## src/rtl/ssei_pkg.sv

```systemverilog
// Package of constants and carriers for the status, event and interrupt block.
package ssei_pkg;

  // ==========================================================================
  // Register offsets on the serial register interface
  // ==========================================================================
  localparam logic [8:0] SSEI_ADDR_STATUS_IN  = 9'h050;
  localparam logic [8:0] SSEI_ADDR_STATUS_REG = 9'h051;
  localparam logic [8:0] SSEI_ADDR_EVENT_IN   = 9'h052;
  localparam logic [8:0] SSEI_ADDR_EVENT_REG  = 9'h053;
  localparam logic [8:0] SSEI_ADDR_MASK_IN    = 9'h054;
  localparam logic [8:0] SSEI_ADDR_MASK_REG   = 9'h055;
  localparam logic [8:0] SSEI_ADDR_CONTROL    = 9'h056;
  localparam logic [8:0] SSEI_LOCK_LO         = 9'h0d0;
  localparam logic [8:0] SSEI_LOCK_HI         = 9'h14f;

  // ==========================================================================
  // Field positions and implemented-bit masks
  // ==========================================================================
  localparam int         SSEI_POS_UVLO       = 6;
  localparam int         SSEI_POS_LOCK       = 7;
  localparam int         SSEI_POS_SLEW_B     = 5;
  localparam int         SSEI_POS_SLEW_A     = 3;
  localparam int         SSEI_POS_DEBOUNCE   = 0;
  localparam logic [7:0] SSEI_IN_EVT_BITS    = 8'h5f;
  localparam logic [7:0] SSEI_REG_EVT_BITS   = 8'h3f;
  localparam logic [7:0] SSEI_RST_MASK       = 8'h00;
  localparam logic [7:0] SSEI_RST_CONTROL    = 8'h00;
  localparam logic [8:0] SSEI_RST_COND       = 9'h006;

  // ==========================================================================
  // Timing: clock period, ramp step intervals and the debounce tick
  // ==========================================================================
  localparam int SSEI_CLK_NS       = 100;
  localparam int SSEI_STEP0_NS     = 4000;
  localparam int SSEI_STEP1_NS     = 2000;
  localparam int SSEI_STEP2_NS     = 1000;
  localparam int SSEI_STEP3_NS     = 500;
  localparam int SSEI_STEP0_CYC    = SSEI_STEP0_NS / SSEI_CLK_NS;
  localparam int SSEI_STEP1_CYC    = SSEI_STEP1_NS / SSEI_CLK_NS;
  localparam int SSEI_STEP2_CYC    = SSEI_STEP2_NS / SSEI_CLK_NS;
  localparam int SSEI_STEP3_CYC    = SSEI_STEP3_NS / SSEI_CLK_NS;
  localparam int SSEI_DEB_TICK_NS  = 100000;
  localparam int SSEI_DEB_TICK_CYC = SSEI_DEB_TICK_NS / SSEI_CLK_NS;
  // Debounce times in 0.1 ms ticks for codes 1 to 7.
  localparam logic [13:0] SSEI_DEB_T1 = 14'd1;
  localparam logic [13:0] SSEI_DEB_T2 = 14'd10;
  localparam logic [13:0] SSEI_DEB_T3 = 14'd100;
  localparam logic [13:0] SSEI_DEB_T4 = 14'd500;
  localparam logic [13:0] SSEI_DEB_T5 = 14'd2500;
  localparam logic [13:0] SSEI_DEB_T6 = 14'd5000;
  localparam logic [13:0] SSEI_DEB_T7 = 14'd10000;

  // ==========================================================================
  // Carriers
  // ==========================================================================
  typedef struct packed {
    logic       wr;
    logic       rd;
    logic [8:0] addr;
    logic [7:0] wdata;
  } ssei_req_s;

  typedef struct packed {
    logic ramp_busy_b;
    logic ramp_busy_a;
    logic current_limit_hit_b;
    logic current_limit_hit_a;
    logic thermal_shutdown_flag;
    logic thermal_warning_flag;
    logic output_in_range_b;
    logic output_in_range_a;
    logic io_supply_undervoltage;
  } ssei_cond_s;

  typedef struct packed {
    logic [8:0] addr;
    logic [7:0] data;
  } ssei_upper_wr_s;

endpackage

```

## src/rtl/ssei_top.sv

```systemverilog
// Status, event latching, masking and interrupt logic with the lock/slew/debounce control register.
`timescale 1ns/100ps
`default_nettype none

// How it works
// [RL1] Status reads return present input levels; general inputs sit in bits 4..0.
// [RL2] Ramp-ready flags in status bits 7 and 6 are low while that buck ramps.
// [RL3] Over-current status bits 5 and 4 follow each buck's current limit.
// [RL4] Status bit 3 shows thermal shutdown level, bit 2 thermal warning level.
// [RL5] Power-good status bits 1 and 0 high only while output is in range.
// [RL6] Activation of an input, a rising fault flag or a power-good loss sets a sticky event bit until cleared.
// [RL7] Interrupt asserts while any unmasked event bit is set.
// [RL8] Host writes back the read value; each bit written one is cleared.
// [RL9] Events arriving during a clearing write are not lost; set beats clear.
// [RL10] Input event register: undervoltage bit 6, general inputs bits 4..0, polarity aware.
// [RL11] Regulator events: over-current 5..4, thermal 3..2, power-good loss 1..0.
// [RL12] Input mask register mirrors input event bits; set bit suppresses interrupt.
// [RL13] Regulator mask register bits 5..0 mirror the regulator event bits.
// [RL14] Lock bit 7 set makes writes to 0xD0 through 0x14F ignored.
// [RL15] Buck B ramp steps every 4.0, 2.0, 1.0 or 0.5 us per bits 6:5.
// [RL16] Buck A ramp steps on the same intervals selected by bits 4:3.
// [RL17] Three-bit field selects input debounce: none up to 1000 ms.
// [RL18] Input polarity bit 0 means active low, 1 means active high.
// [RL19] Interrupt drops once all unmasked events cleared; reserved bits read zero.
// [RL20] Pin and analogue inputs are synchronised before edge detection.
module ssei_top #(
  parameter int DEB_TICK_CYC = ssei_pkg::SSEI_DEB_TICK_CYC
) (
  // Clock, reset and enable
  input  wire logic                     clock,
  input  wire logic                     nrst,
  input  wire logic                     clk_en,
  // Register access from the serial interface
  input  wire ssei_pkg::ssei_req_s      reg_req,
  output var  logic [7:0]               reg_rdata_ff,
  // Monitored pins and analogue conditions
  input  wire logic [4:0]               general_input,
  input  wire ssei_pkg::ssei_cond_s     cond_in,
  input  wire logic [4:0]               input_polarity_select,
  // Interrupt to the host processor
  output var  logic                     interrupt_out_n_ff,
  // Upper register range write path and lock
  output var  logic                     upper_range_lock_ff,
  output var  logic                     upper_wr_pulse_ff,
  output var  ssei_pkg::ssei_upper_wr_s upper_wr_ff,
  // Ramp step strobes for the two bucks
  output var  logic [1:0]               ramp_step_tick_ff
);
  import ssei_pkg::*;

  localparam int NSYNC = 14;

  if (DEB_TICK_CYC < 2 || DEB_TICK_CYC > 16383) begin : g_chk
    $error("DEB_TICK_CYC out of range");
  end

  // ==========================================================================
  // Input synchronisers
  // ==========================================================================
  logic [NSYNC-1:0] raw;
  logic [NSYNC-1:0] s1_ff, s2_ff, s3_ff, lvl_ff;
  logic [NSYNC-1:0] nxt_lvl;
  assign raw = {cond_in, general_input};

  // A level counts only once the second and third stages agree.
  always_comb begin
    // [RL20] agreeing stages accepted
    nxt_lvl = lvl_ff;
    for (int i = 0; i < NSYNC; i++) begin
      if (s2_ff[i] == s3_ff[i]) begin
        nxt_lvl[i] = s3_ff[i];
      end
    end
  end

  always_ff @(posedge clock or negedge nrst) begin
    if (!nrst) begin
      s1_ff  <= {SSEI_RST_COND, 5'h00};
      s2_ff  <= {SSEI_RST_COND, 5'h00};
      s3_ff  <= {SSEI_RST_COND, 5'h00};
      lvl_ff <= {SSEI_RST_COND, 5'h00};
    end else if (clk_en) begin
      s1_ff  <= raw;
      s2_ff  <= s1_ff;
      s3_ff  <= s2_ff;
      lvl_ff <= nxt_lvl;
    end
  end

  ssei_cond_s cond;
  assign cond = lvl_ff[NSYNC-1:5];

  // ==========================================================================
  // Register state: masks, control, events, read data
  // ==========================================================================
  logic [7:0] mask_in_ff, mask_reg_ff, ctrl_ff, evt_in_ff, evt_reg_ff;
  logic [7:0] nxt_mask_in, nxt_mask_reg, nxt_ctrl, nxt_evt_in, nxt_evt_reg, nxt_rdata;
  logic [7:0] status_in, status_reg, new_in, new_reg;
  logic [4:0] deb_ff;
  logic [4:0] act_prev_ff, nxt_act_prev, active;
  logic [8:0] cond_prev_ff;
  logic       nxt_irq_n, nxt_up_pulse, in_upper;
  logic [2:0] deb_code;
  ssei_upper_wr_s nxt_upper_wr;

  assign deb_code = ctrl_ff[SSEI_POS_DEBOUNCE +: 3];
  // [RL18] polarity applied
  assign active   = deb_ff ~^ input_polarity_select;
  assign in_upper = reg_req.addr >= SSEI_LOCK_LO && reg_req.addr <= SSEI_LOCK_HI;

  // Status images and new-event detection from the accepted levels.
  always_comb begin
    // [RL1] present input levels
    status_in  = {3'h0, deb_ff};
    // [RL2] ready low while ramping
    status_reg = {~cond.ramp_busy_b, ~cond.ramp_busy_a,
                  // [RL3] current limit levels
                  cond.current_limit_hit_b, cond.current_limit_hit_a,
                  // [RL4] thermal levels
                  cond.thermal_shutdown_flag, cond.thermal_warning_flag,
                  // [RL5] output range levels
                  cond.output_in_range_b, cond.output_in_range_a};
    nxt_act_prev = active;
    // [RL10] input event sources
    new_in = {1'b0, cond.io_supply_undervoltage & ~cond_prev_ff[0], 1'b0, active & ~act_prev_ff};
    // [RL11] regulator event sources
    new_reg = {2'h0,
               cond.current_limit_hit_b & ~cond_prev_ff[6],
               cond.current_limit_hit_a & ~cond_prev_ff[5],
               cond.thermal_shutdown_flag & ~cond_prev_ff[4],
               cond.thermal_warning_flag & ~cond_prev_ff[3],
               ~cond.output_in_range_b & cond_prev_ff[2],
               ~cond.output_in_range_a & cond_prev_ff[1]};
  end

  // Register writes, event latching, read mux and interrupt.
  always_comb begin
    nxt_mask_in  = mask_in_ff;
    nxt_mask_reg = mask_reg_ff;
    nxt_ctrl     = ctrl_ff;
    nxt_evt_in   = evt_in_ff;
    nxt_evt_reg  = evt_reg_ff;
    nxt_rdata    = reg_rdata_ff;
    nxt_up_pulse = 1'b0;
    if (reg_req.wr) begin
      case (reg_req.addr)
        // [RL8] write one clears
        SSEI_ADDR_EVENT_IN:  nxt_evt_in  = evt_in_ff & ~reg_req.wdata;
        SSEI_ADDR_EVENT_REG: nxt_evt_reg = evt_reg_ff & ~reg_req.wdata;
        // [RL12] input mask write
        SSEI_ADDR_MASK_IN:   nxt_mask_in = reg_req.wdata & SSEI_IN_EVT_BITS;
        // [RL13] regulator mask write
        SSEI_ADDR_MASK_REG:  nxt_mask_reg = reg_req.wdata & SSEI_REG_EVT_BITS;
        SSEI_ADDR_CONTROL:   nxt_ctrl = reg_req.wdata;
        default: begin
          // [RL14] locked range ignored
          nxt_up_pulse = in_upper && !ctrl_ff[SSEI_POS_LOCK];
        end
      endcase
    end
    nxt_upper_wr = nxt_up_pulse ? {reg_req.addr, reg_req.wdata} : upper_wr_ff;
    // [RL6] sticky event bits
    // [RL9] set wins over clear
    nxt_evt_in  = (nxt_evt_in | new_in) & SSEI_IN_EVT_BITS;
    nxt_evt_reg = (nxt_evt_reg | new_reg) & SSEI_REG_EVT_BITS;
    if (reg_req.rd) begin
      case (reg_req.addr)
        SSEI_ADDR_STATUS_IN:  nxt_rdata = status_in;
        SSEI_ADDR_STATUS_REG: nxt_rdata = status_reg;
        SSEI_ADDR_EVENT_IN:   nxt_rdata = evt_in_ff;
        SSEI_ADDR_EVENT_REG:  nxt_rdata = evt_reg_ff;
        SSEI_ADDR_MASK_IN:    nxt_rdata = mask_in_ff;
        SSEI_ADDR_MASK_REG:   nxt_rdata = mask_reg_ff;
        SSEI_ADDR_CONTROL:    nxt_rdata = ctrl_ff;
        // [RL19] unmapped reads zero
        default:              nxt_rdata = 8'h00;
      endcase
    end
    // [RL7] unmasked events drive interrupt
    // [RL19] drops when all cleared
    nxt_irq_n = ~(|(evt_in_ff & ~mask_in_ff) | |(evt_reg_ff & ~mask_reg_ff));
  end

  // Power-good is taken as present at reset so a missing rail flags at once.
  always_ff @(posedge clock or negedge nrst) begin
    if (!nrst) begin
      mask_in_ff          <= SSEI_RST_MASK;
      mask_reg_ff         <= SSEI_RST_MASK;
      ctrl_ff             <= SSEI_RST_CONTROL;
      evt_in_ff           <= 8'h00;
      evt_reg_ff          <= 8'h00;
      reg_rdata_ff        <= 8'h00;
      interrupt_out_n_ff  <= 1'b1;
      act_prev_ff         <= 5'h1f; // No false activation at reset.
      cond_prev_ff        <= SSEI_RST_COND;
      upper_wr_pulse_ff   <= 1'b0;
      upper_wr_ff         <= '0;
      upper_range_lock_ff <= 1'b0;
    end else if (clk_en) begin
      mask_in_ff          <= nxt_mask_in;
      mask_reg_ff         <= nxt_mask_reg;
      ctrl_ff             <= nxt_ctrl;
      evt_in_ff           <= nxt_evt_in;
      evt_reg_ff          <= nxt_evt_reg;
      reg_rdata_ff        <= nxt_rdata;
      interrupt_out_n_ff  <= nxt_irq_n;
      act_prev_ff         <= nxt_act_prev;
      cond_prev_ff        <= cond;
      upper_wr_pulse_ff   <= nxt_up_pulse;
      upper_wr_ff         <= nxt_upper_wr;
      upper_range_lock_ff <= nxt_ctrl[SSEI_POS_LOCK];
    end
  end

  // ==========================================================================
  // Debounce of the general inputs
  // ==========================================================================
  logic [13:0] tick_cnt_ff, nxt_tick_cnt, deb_lim;
  logic        deb_tick;

  // One shared 0.1 ms prescaler keeps five long counters out of the design.
  always_comb begin
    deb_tick     = tick_cnt_ff == 14'(DEB_TICK_CYC - 1);
    nxt_tick_cnt = deb_tick ? 14'h0000 : tick_cnt_ff + 14'h0001;
    // [RL17] debounce time select
    case (deb_code)
      3'h1:    deb_lim = SSEI_DEB_T1;
      3'h2:    deb_lim = SSEI_DEB_T2;
      3'h3:    deb_lim = SSEI_DEB_T3;
      3'h4:    deb_lim = SSEI_DEB_T4;
      3'h5:    deb_lim = SSEI_DEB_T5;
      3'h6:    deb_lim = SSEI_DEB_T6;
      3'h7:    deb_lim = SSEI_DEB_T7;
      default: deb_lim = 14'h0000;
    endcase
  end

  always_ff @(posedge clock or negedge nrst) begin
    if (!nrst) begin
      tick_cnt_ff <= 14'h0000;
    end else if (clk_en) begin
      tick_cnt_ff <= nxt_tick_cnt;
    end
  end

  // The first tick after a change may come early, so the time is met within one tick.
  for (genvar g = 0; g < 5; g++) begin : g_deb
    logic [13:0] cnt_ff, nxt_cnt;
    logic        nxt_deb;
    always_comb begin
      nxt_cnt = 14'h0000;
      nxt_deb = deb_ff[g];
      if (lvl_ff[g] != deb_ff[g]) begin
        if (deb_code == 3'h0 || (deb_tick && cnt_ff + 14'h0001 >= deb_lim)) begin
          nxt_deb = lvl_ff[g];
        end else begin
          nxt_cnt = cnt_ff + {13'h0000, deb_tick};
        end
      end
    end
    always_ff @(posedge clock or negedge nrst) begin
      if (!nrst) begin
        cnt_ff    <= 14'h0000;
        deb_ff[g] <= 1'b0;
      end else if (clk_en) begin
        cnt_ff    <= nxt_cnt;
        deb_ff[g] <= nxt_deb;
      end
    end
  end

  // ==========================================================================
  // Ramp step interval timers, one per buck
  // ==========================================================================
  for (genvar b = 0; b < 2; b++) begin : g_ramp
    logic [5:0] cnt_ff, nxt_cnt, lim;
    logic [1:0] code;
    logic       busy, nxt_tick;
    assign code = b ? ctrl_ff[SSEI_POS_SLEW_B +: 2] : ctrl_ff[SSEI_POS_SLEW_A +: 2];
    assign busy = b ? cond.ramp_busy_b : cond.ramp_busy_a;
    // Steps are only timed while the buck is ramping, so idle bucks stay quiet.
    always_comb begin
      // [RL15] buck B interval
      // [RL16] buck A interval
      case (code)
        2'h0:    lim = 6'(SSEI_STEP0_CYC);
        2'h1:    lim = 6'(SSEI_STEP1_CYC);
        2'h2:    lim = 6'(SSEI_STEP2_CYC);
        default: lim = 6'(SSEI_STEP3_CYC);
      endcase
      nxt_tick = busy && cnt_ff >= lim - 6'h01;
      nxt_cnt  = (!busy || nxt_tick) ? 6'h00 : cnt_ff + 6'h01;
    end
    always_ff @(posedge clock or negedge nrst) begin
      if (!nrst) begin
        cnt_ff               <= 6'h00;
        ramp_step_tick_ff[b] <= 1'b0;
      end else if (clk_en) begin
        cnt_ff               <= nxt_cnt;
        ramp_step_tick_ff[b] <= nxt_tick;
      end
    end
  end

endmodule // ssei_top

`default_nettype wire

```

## config.mk

```make
export PLATFORM = sky130hd
export DESIGN_NAME = ssei_top
export DESIGN_NICKNAME = d
export VERILOG_FILES = /design/src/rtl/ssei_pkg.sv /design/src/rtl/ssei_top.sv
export SDC_FILE = /design/constraint.sdc
export NUM_CORES = 1
export LEC_CHECK = 0
export BUFFER_PORTS_ARGS = -buffer_cell sky130_fd_sc_hd__buf_4
export CAP_MARGIN = 40
export CORE_MARGIN = 8
export CORE_UTILIZATION = 60
export CTS_CLUSTER_SIZE = 16
export DETAILED_ROUTE_END_ITERATION = 12
export PLACE_DENSITY = 0.77
export SLEW_MARGIN = 15
export SYNTH_ARGS = -nofsm -noshare
export SYNTH_HDL_FRONTEND = slang
export SYNTH_SLANG_ARGS = --single-unit
```

## constraint.sdc

```tcl
create_clock -name clock -period 5.5 [get_ports clock]
set_clock_uncertainty 0.2 [all_clocks]
set_input_delay 0.275 -clock clock [delete_from_list [all_inputs] [get_ports clock]]
set_output_delay 0.275 -clock clock [all_outputs]
set_load 0.05 [all_outputs]
```

==> run summary, run 1 <==
first-pass GRT wire length: 55.1 mm
number of flops mapped to enable cells by yosys: 0
worst skew pair latency: 0.55 ns
root buffer cell: clkbuf_16
fin. max-slew vios: 0
fraction of registers with async set/reset: 100%
Initial Utilization: 60.9%
Final nets: 1648
vias in the first global route: 11200
Worst-Margin Slew: 0.866 ns
Post-Syn Area per Cell: 9.63 sq um
combinational share of power: 18.7%
Ys Warns: 0
TNS Setup: 0 ns
cell taking the most area after synthesis: dfrtp_1
Max-slew headroom: 42.3%
Hold Vio Cnt, Final: 0
initial antenna violation count: 0
H-tree depth: 1
hold_ws: 0.0472 ns
clock slew at reported path FFs: 0.06 ns
Distinct cells, synth: 73
Worst EP arrival: 4.19 ns
grt ovf: 0
Design Power: 4.67 mW
fin crit period: 3.90 ns
Final Wtd Congestion: 0.909
largest net degree at the start of global routing: 154
endpoints failing setup: 0
Synth Instances: 1423
Yosys reg bits: 230
Startpoint Class: register
CTS Buffer Depth: 3
CTS buffer count: 26
wire length per cell: 18.1 um
hold_buf cts: 36
Total Routed Length: 32.8 mm
core area: 22500 sq um
Pwr per Cell Area: 298 nW/um^2
Tcrit/Tclk final: 71.0%
RSZ-0062 raised after global routing: no
Sw Ratio: 30.7%
Clk pwr share: 36.8%
DR pass1 iterations: 5
Clock Sink Count: 230
Synth Flop Type: dfrtp_1
die height: 167 um
register area share after synthesis: 42.1%
Final ANT Viol Nets: 0
Post-Syn Area: 13700 sq um
Mapped Nets: 1563
Synth top area share: 39.1%
FMAX: 256 MHz
post-CTS setup repair buffer count: 0
CP endpoint kind: register
Post-Layout Inst Area: 15700 sq um
total routing usage reported by global routing: 23.5%
vias per cell: 6.08
vias: 11000
most frequent cells in the layout: dfrtp_1, nand2_1, o21ai_0
sequential power share: 44.5%
Max Cap Violations: 0
layout cells sized above 1: 15.4%
Die Area: 27900 sq um
Crit Path Category: register to register
Peak VDD IR: 329 uV
P&R area growth vs syn: 14.2%
status: finished clean
Worst Path Max Fanout: 21
Remaining DRCs: 0
CP Data Required Time: 5.79 ns
Die Wd: 167 um
row count: 55
most common cell after layout, fill and taps aside: dfrtp_1
Area contributors post-synth: dfrtp_1, ha_1, mux2_2
Layout fillers: 1677
post_cts resized: 0
CTS tree: yes
DR iter-0 viols: 777
HP Class: primary input to register
# port buffers: 70
post-placement cell area: 14400 sq um
Switch Pwr: 1.43 mW
Leak Pwr: 7.28 nW
internal power: 3.23 mW
io pins: 71
DP HPWL: 22.2 mm
-- worst max-delay path, cell delays in order, from the launching register on --
cell and delay (ns):
dfrtp_1 0.48, and3_1 0.24, nand3_1 0.17, nor2_1 0.27
nand3_1 0.22, nor2_1 0.16, xor2_1 0.19, ha_1 0.28
a21oi_1 0.17, nand2_1 0.08, a221oi_1 0.44, o21a_4 0.23
nand2_2 0.23, nor4_1 0.35, a21o_1 0.12
-- final cells by class --
| cell class | instances | area, sq um | share of cell area (%) |
|---|---|---|---|
| multi-input cells | 1060 | 7390 | 47.2 |
| flip-flops and latches | 230 | 5780 | 36.9 |
| repair buffers | 116 | 976 | 6.23 |
| clock buffers | 33 | 727 | 4.64 |
| well taps | 285 | 357 | 2.28 |
| inverters | 74 | 283 | 1.81 |
| clock inverters | 15 | 143 | 0.911 |
| diodes | 1 | 2.50 | 0.0160 |
-- per-stage QoR --
| stage | utilization (%) | setup WS, ns | std cells |
|---|---|---|---|
| finish | 69.6 | 1.60 | 1814 |
| global route | 69.6 | 1.24 | 1813 |
| CTS | 69.6 | 1.68 | 1813 |
| detailed placement | 64.1 | 1.70 | 1729 |
| global placement | 64.0 | 1.78 | 1726 |
| floorplan | - | 2.15 | 1423 |
-- state kept, by name, indices dropped and copies added (netlist names), 7 cells and up --
register	cells
s3_ff	14
tick_cnt_ff	14
g_deb.cnt_ff	70
reg_rdata_ff	8
s2_ff	14
lvl_ff	14
s1_ff	14
cond_prev_ff	7
g_ramp.cnt_ff	12
upper_wr_ff	17
ctrl_ff	7
-- routing by layer --
metal,share of wire (%),up-vias,GRT usage (%)
met5,0,-,0
met4,3.7,0,9.32
met3,4.9,80,3.64
met2,50,292,40.8
met1,42,5362,29.0
li1,-,5288,-
-- final timing paths --
path                                    start                  end  slack [ns]  cells past startpoint
setup / recovery           g_deb[0].cnt_ff[4]  g_deb[0].cnt_ff[12]        1.60                     14
hold / removal                    reg_req[10]      reg_rdata_ff[3]        0.05                      4
setup reg to reg           g_deb[0].cnt_ff[4]  g_deb[0].cnt_ff[12]        1.60                     14
hold reg to reg               tick_cnt_ff[13]      tick_cnt_ff[13]        0.28                      1
max in group asynchronous                nrst       upper_wr_ff[0]        3.76                      3
min in group asynchronous                nrst  g_deb[4].cnt_ff[12]        0.09                      2
-- cells in the mapped netlist, types with 12 or more instances --
library cell,number
inv_1,72
a21o_1,18
xnor2_1,49
nand3_1,53
dfrtp_1,214
dfstp_2,16
nand2_1,143
ha_1,99
nor2_1,104
o21ai_0,121
mux2_2,61
mux2i_1,14
a32o_1,15
nand2b_1,18
clkbuf_1,42
a22o_1,16
xor2_1,39
and3_1,24
nand4_1,16
a31oi_1,21
nor3_1,22
nor4_1,12
a21oi_1,64
-- power groups by stage --
stage | registers (mW) | logic [mW] | clock network, mW
final | 2.08 | 0.871 | 1.72
after global routing | 2.10 | 0.961 | 1.82
after CTS | 2.08 | 0.875 | 1.75
after detailed placement | 2.11 | 0.849 | 0
after global placement | 2.10 | 0.820 | 0
after floorplan | 2.18 | 0.474 | 0
-- logic make-up after synthesis --
| kind of cell | synth area share (%) |
|---|---|
| simple gates | 15.8 |
| compound gates | 16.5 |
| flops | 42.1 |
| buf+inv | 3.97 |
| fa+ha+maj | 9.11 |
| xor+xnor | 5.62 |
| mux | 6.86 |
Note: power is estimated with default switching activity, not from simulation.
==> inputs of run 2 (changes only) <==
CORE_UTILIZATION = 56   (was 60)
PLACE_DENSITY = 0.76   (was 0.77)
clock period = 3.57 ns   (was 5.5 ns; I/O delays follow)
==> run 2 against run 1 <==
First-iteration DRC count up 0.13%; clock power grew 53%; critical path type unchanged; sequential share of layout area down 1.4 points; cell count grew 5.3%; worst setup slack worse by 1.5 ns; hold slack lost 0.014 ns; critical endpoint is now g_deb[2].cnt_ff[0]; power grew 55%; sequential power is 54% higher; wire length up 4.3%; via count rose by 3.7%; fmax rose by 14%.
==> run summary, run 2 (synthesis gave the netlist of run 1 again) <==
status: finished clean
Worst Path Max Fanout: 9
DR pass1 iterations: 7
CP Data Required Time: 3.80 ns
Crit Path Category: register to register
sequential power share: 44.3%
DR iter-0 viols: 778
Total Routed Length: 34.2 mm
Final Wtd Congestion: 0.911
fin. max-slew vios: 0
Pwr per Cell Area: 444 nW/um^2
hold_ws: 0.0331 ns
layout cells sized above 1: 19.7%
FMAX: 292 MHz
initial antenna violation count: 0
endpoints failing setup: 0
Max Cap Violations: 0
Hold Vio Cnt, Final: 0
fin crit period: 3.43 ns
Clk pwr share: 36.2%
CTS Buffer Depth: 3
Die Area: 29700 sq um
Startpoint Class: register
internal power: 5.04 mW
Most flops, register: g_deb.cnt_ff
Non-Filler Instances: 1910
wire length per cell: 17.9 um
max reg flops: 70
Switch Pwr: 2.21 mW
DP HPWL: 23.1 mm
P&R area growth vs syn: 18.9%
vias in the first global route: 11400
TNS Setup: 0 ns
Sw Ratio: 30.5%
core area: 24200 sq um
root buffer cell: clkbuf_16
HP Class: primary input to register
first-pass GRT wire length: 56.9 mm
Worst-Margin Slew: 0.849 ns
# port buffers: 70
CTS buffer count: 25
most common cell after layout, fill and taps aside: dfrtp_1
Initial Utilization: 56.7%
H-tree depth: 1
total routing usage reported by global routing: 23.4%
Peak VDD IR: 439 uV
CTS tree: yes
largest net degree at the start of global routing: 113
Die Wd: 172 um
vias: 11400
Post-Layout Inst Area: 16300 sq um
combinational share of power: 19.4%
Final nets: 1707
Design Power: 7.24 mW
vias per cell: 5.98
biggest regs: g_deb.cnt_ff: 70 flops, upper_wr_ff: 17 flops
Worst EP arrival: 3.65 ns
post-placement cell area: 14800 sq um
number of diodes: 0
Leak Pwr: 7.57 nW
worst skew pair latency: 0.54 ns
die height: 172 um
grt ovf: 0
row count: 57
Tcrit/Tclk final: 96.0%
# placed instances: 1809
most frequent cells in the layout: dfrtp_1, nand2_1, buf_4
Clock Sink Count: 230
Remaining DRCs: 0
clock slew at reported path FFs: 0.06 ns
Final ANT Viol Nets: 0
Max-slew headroom: 43.4%
io pins: 71
CP endpoint kind: register
## run 2: cell count changes in the layout (fill, tap and decap cells not counted), moves of 4 or more
cell	change
clkinvlp_4	-4
dfrtp_1	-8
nor2_2	+5
a221oi_2	+5
dlygate4sd3_1	+9
a221oi_1	-5
clkbuf_1	+4
nor2_1	-4
buf_4	+47
dfrtp_2	+8
## run 2: timing repair
action | CTS | global route
resized for setup | 0 | 35
hold endpoints to repair | 205 | 0
hold buffers | 45 | 0
setup buffers | 0 | 7
endpoints found under the setup margin | 0 | 57
## run 2: layer usage
| metal | track usage, % | vias to the layer above | wire length [um] |
|---|---|---|---|
| li1 | - | 5386 | - |
| met1 | 29.8 | 5612 | 14400 |
| met2 | 40.7 | 347 | 17000 |
| met3 | 3.17 | 81 | 1690 |
| met4 | 7.53 | 0 | 1090 |
| met5 | 0 | - | 0 |
## run 2: cell type report
type	instances	area (sq um)
clock buffer	36	717
clock inverter	10	119
fill	1807	7880
inverter	74	283
multi-input combinational	1063	7540
sequential	230	5790
tap	324	405
timing repair buffer	173	1450
## run 2: final timing paths
kind                            slack [ns]               start                 end  depth (start not counted)
worst min register to register        0.28   upper_wr_pulse_ff   upper_wr_pulse_ff                          1
worst min-delay path                  0.03         reg_req[16]     reg_rdata_ff[4]                          5
worst max register to register        0.14  g_deb[2].cnt_ff[7]  g_deb[2].cnt_ff[0]                         15
worst max-delay path                  0.14  g_deb[2].cnt_ff[7]  g_deb[2].cnt_ff[0]                         15
min in group asynchronous             0.07                nrst  g_deb[4].cnt_ff[8]                          2
max in group asynchronous             2.09                nrst      act_prev_ff[1]                          3
## run 2: power by group through the flow
| stage | clock network, mW | registers (mW) | logic (mW) |
|---|---|---|---|
| floorplan | 0 | 3.36 | 0.731 |
| global placement | 0 | 3.23 | 1.28 |
| detailed placement | 0 | 3.25 | 1.33 |
| CTS | 2.67 | 3.21 | 1.38 |
| global route | 2.76 | 3.25 | 1.55 |
| finish | 2.63 | 3.21 | 1.41 |
## run 2: worst max-delay path: stages, from the launching register on
cell	delay, ns
dfrtp_1	0.41
nand2_1	0.15
nor2_2	0.15
and3_4	0.21
and3_1	0.20
nand2_1	0.08
xnor2_1	0.15
ha_1	0.32
nand4_1	0.13
nor4_2	0.34
o31ai_2	0.15
a311oi_4	0.21
buf_4	0.20
nor2_4	0.07
buf_4	0.16
a22o_1	0.18
## run 2: through the flow
step | setup slack, ns | utilization [%]
global placement | 0.164 | 61.2
CTS | 0.0216 | 66.6
finish | 0.144 | 67.4
detailed placement | 0.0444 | 61.2
global route | -0.0239 | 67.4
floorplan | 0.221 | -
==> inputs of run 3 (changes only) <==
CELL_PAD_IN_SITES_DETAIL_PLACEMENT = 2   (was not set)
CELL_PAD_IN_SITES_GLOBAL_PLACEMENT = 2   (was not set)
CORE_UTILIZATION = 43   (was 56)
PLACE_DENSITY = 0.85   (was 0.76)
clock period = 4.3 ns   (was 3.57 ns; I/O delays follow)
==> run 3 against run 2 <==
Register-to-register slack got worse by 0.12 ns; count of clock-buffer cells in the layout increased by 7; hold slack improved by 0.023 ns; wire length increased by 75%; global-route usage increased by 7.7 points; worst setup slack got worse by 0.12 ns; design area decreased by 2.3%; utilization decreased by 17 points; first-iteration DRC count increased by 8.9%; largest power group unchanged.
==> run summary, run 3 (synthesis gave the netlist of run 1 again) <==
H-tree depth: 1
Worst EP arrival: 4.52 ns
most frequent cells in the layout: dfrtp_1, nand2_1, o21ai_0
CP startpoint: g_deb[1].cnt_ff[4]
reg-to-reg endpoint: g_deb[1].cnt_ff[6]
grt ovf: 0
met2 wire length: 29.8 mm
core area: 31500 sq um
Remaining DRCs: 0
HP Class: primary input to register
TNS Setup: 0 ns
Most flops, register: g_deb.cnt_ff
Non-Filler Instances: 1948
Met3 Wirelength: 3.47 mm
Max-slew headroom: 31.2%
Worst-Margin Slew: 1.03 ns
CTS Buffer Depth: 3
RSZ-0062 raised after global routing: no
setup slack at placement: 0.451 ns
Pwr per Cell Area: 405 nW/um^2
Final ANT Viol Nets: 0
vias: 12600
Peak VDD IR: 465 uV
DP HPWL: 31.2 mm
Crit Reg-Reg Startpoint: g_deb[1].cnt_ff[4]
Top Layer Used: met4
CP Data Required Time: 4.55 ns
initial antenna violation count: 0
Final nets: 1665
P&R area growth vs syn: 16.2%
total routing usage reported by global routing: 31.2%
Worst Hold End: reg_rdata_ff[3]
Total Routed Length: 60.0 mm
vias per cell: 6.47
first-pass GRT wire length: 92.2 mm
Design Power: 6.45 mW
Hold Vio Cnt, Final: 0
largest net degree at the start of global routing: 117
DR pass1 iterations: 5
Leak Pwr: 7.36 nW
# placed instances: 1857
Clock Sink Count: 230
worst skew pair latency: 0.57 ns
most common cell after layout, fill and taps aside: dfrtp_1
Tcrit/Tclk final: 99.4%
FMAX: 234 MHz
biggest regs: g_deb.cnt_ff: 70 flops, upper_wr_ff: 17 flops
r2r setup slk: 0.03 ns
Final Wtd Congestion: 0.843
max reg flops: 70
wire length per cell: 30.8 um
DR iter-0 viols: 847
Startpoint Class: register
# port buffers: 70
die height: 195 um
Die Area: 37800 sq um
Die Wd: 195 um
number of diodes: 0
CP endpoint kind: register
clock slew at reported path FFs: 0.08 ns
io pins: 71
fin. max-slew vios: 0
CTS tree: yes
Final WS setup: 0.0266 ns
Initial Utilization: 43.5%
root buffer cell: clkbuf_16
CTS buffer count: 27
layout cells sized above 1: 15.7%
wl on met1: 22.7 mm
Max Cap Violations: 0
vias in the first global route: 14500
HP Start: reg_req[17]
post-CTS setup repair buffer count: 0
Worst Path Max Fanout: 12
fin crit period: 4.27 ns
hold path depth: 4
endpoints failing setup: 0
R2R cell count: 14
Crit Path Category: register to register
row count: 65
status: finished clean
==> run 3: cell count changes in the layout (fill, tap and decap cells not counted), moves of 5 or more <==
cell      before  now
dfrtp_1      206  213
buf_4        123   86
a221oi_2       5    0
dfrtp_2        8    1
nor2_2         6    1
a221oi_1       3    8
==> run 3: power breakdown <==
group          total, mW  switching [mW]  internal (mW)  leakage (nW)
sequential          2.76           0.329           2.43          2.87
clock               2.34            1.07           1.27         0.421
combinational       1.34           0.885          0.460          4.07
==> run 3: what timing repair did <==
action / CTS / global route
resized for setup: 0 / 2
endpoints found under the setup margin: 0 / 2
hold buffers: 41 / 0
hold endpoints to repair: 195 / 0
==> run 3: cell type report <==
type | count | area (sq um)
clock inverter | 7 | 50.0
inverter | 74 | 283
multi-input combinational | 1060 | 7400
fill | 3173 | 15500
timing repair buffer | 132 | 1130
tap | 402 | 503
clock buffer | 43 | 796
sequential | 230 | 5780
==> run 3: through the flow <==
stage	cell area [sq um]	hold slack [ns]	util (%)
floorplan	13700	-0.281	-
global placement	14600	0.175	46.5
detailed placement	14700	0.181	46.6
CTS	15900	0.0115	50.6
global route	15900	0.0742	50.6
finish	15900	0.0564	50.6
==> run 3: worst max path at each step <==
stage	end	slack, ns	cells past startpoint
after floorplan	g_deb[0].cnt_ff[3]	0.95	16
after global placement	g_deb[0].cnt_ff[3]	0.63	14
after detailed placement	g_deb[0].cnt_ff[5]	0.45	14
after CTS	g_deb[1].cnt_ff[6]	0.35	13
after global routing	g_deb[1].cnt_ff[8]	0.04	13
final	g_deb[1].cnt_ff[6]	0.03	14
==> run 3: metal layers <==
layer | vias to the layer above | track usage (%)
met5 | - | 0
met4 | 0 | 18.7
met3 | 273 | 5.75
met2 | 599 | 54.1
met1 | 6440 | 35.4
li1 | 5287 | -
==> run 3: critical path: stages (launching register included) <==
cell and delay (ns):
dfrtp_1 0.50, nand2_1 0.24, nor2_1 0.27, and3_1 0.25, nand3_1 0.18, nor2_1 0.22
xor2_1 0.20, ha_1 0.28, and4_1 0.23, a221oi_1 0.42, o21ai_1 0.15, a31oi_2 0.22
buf_4 0.23, nand2_1 0.21, o31ai_2 0.35
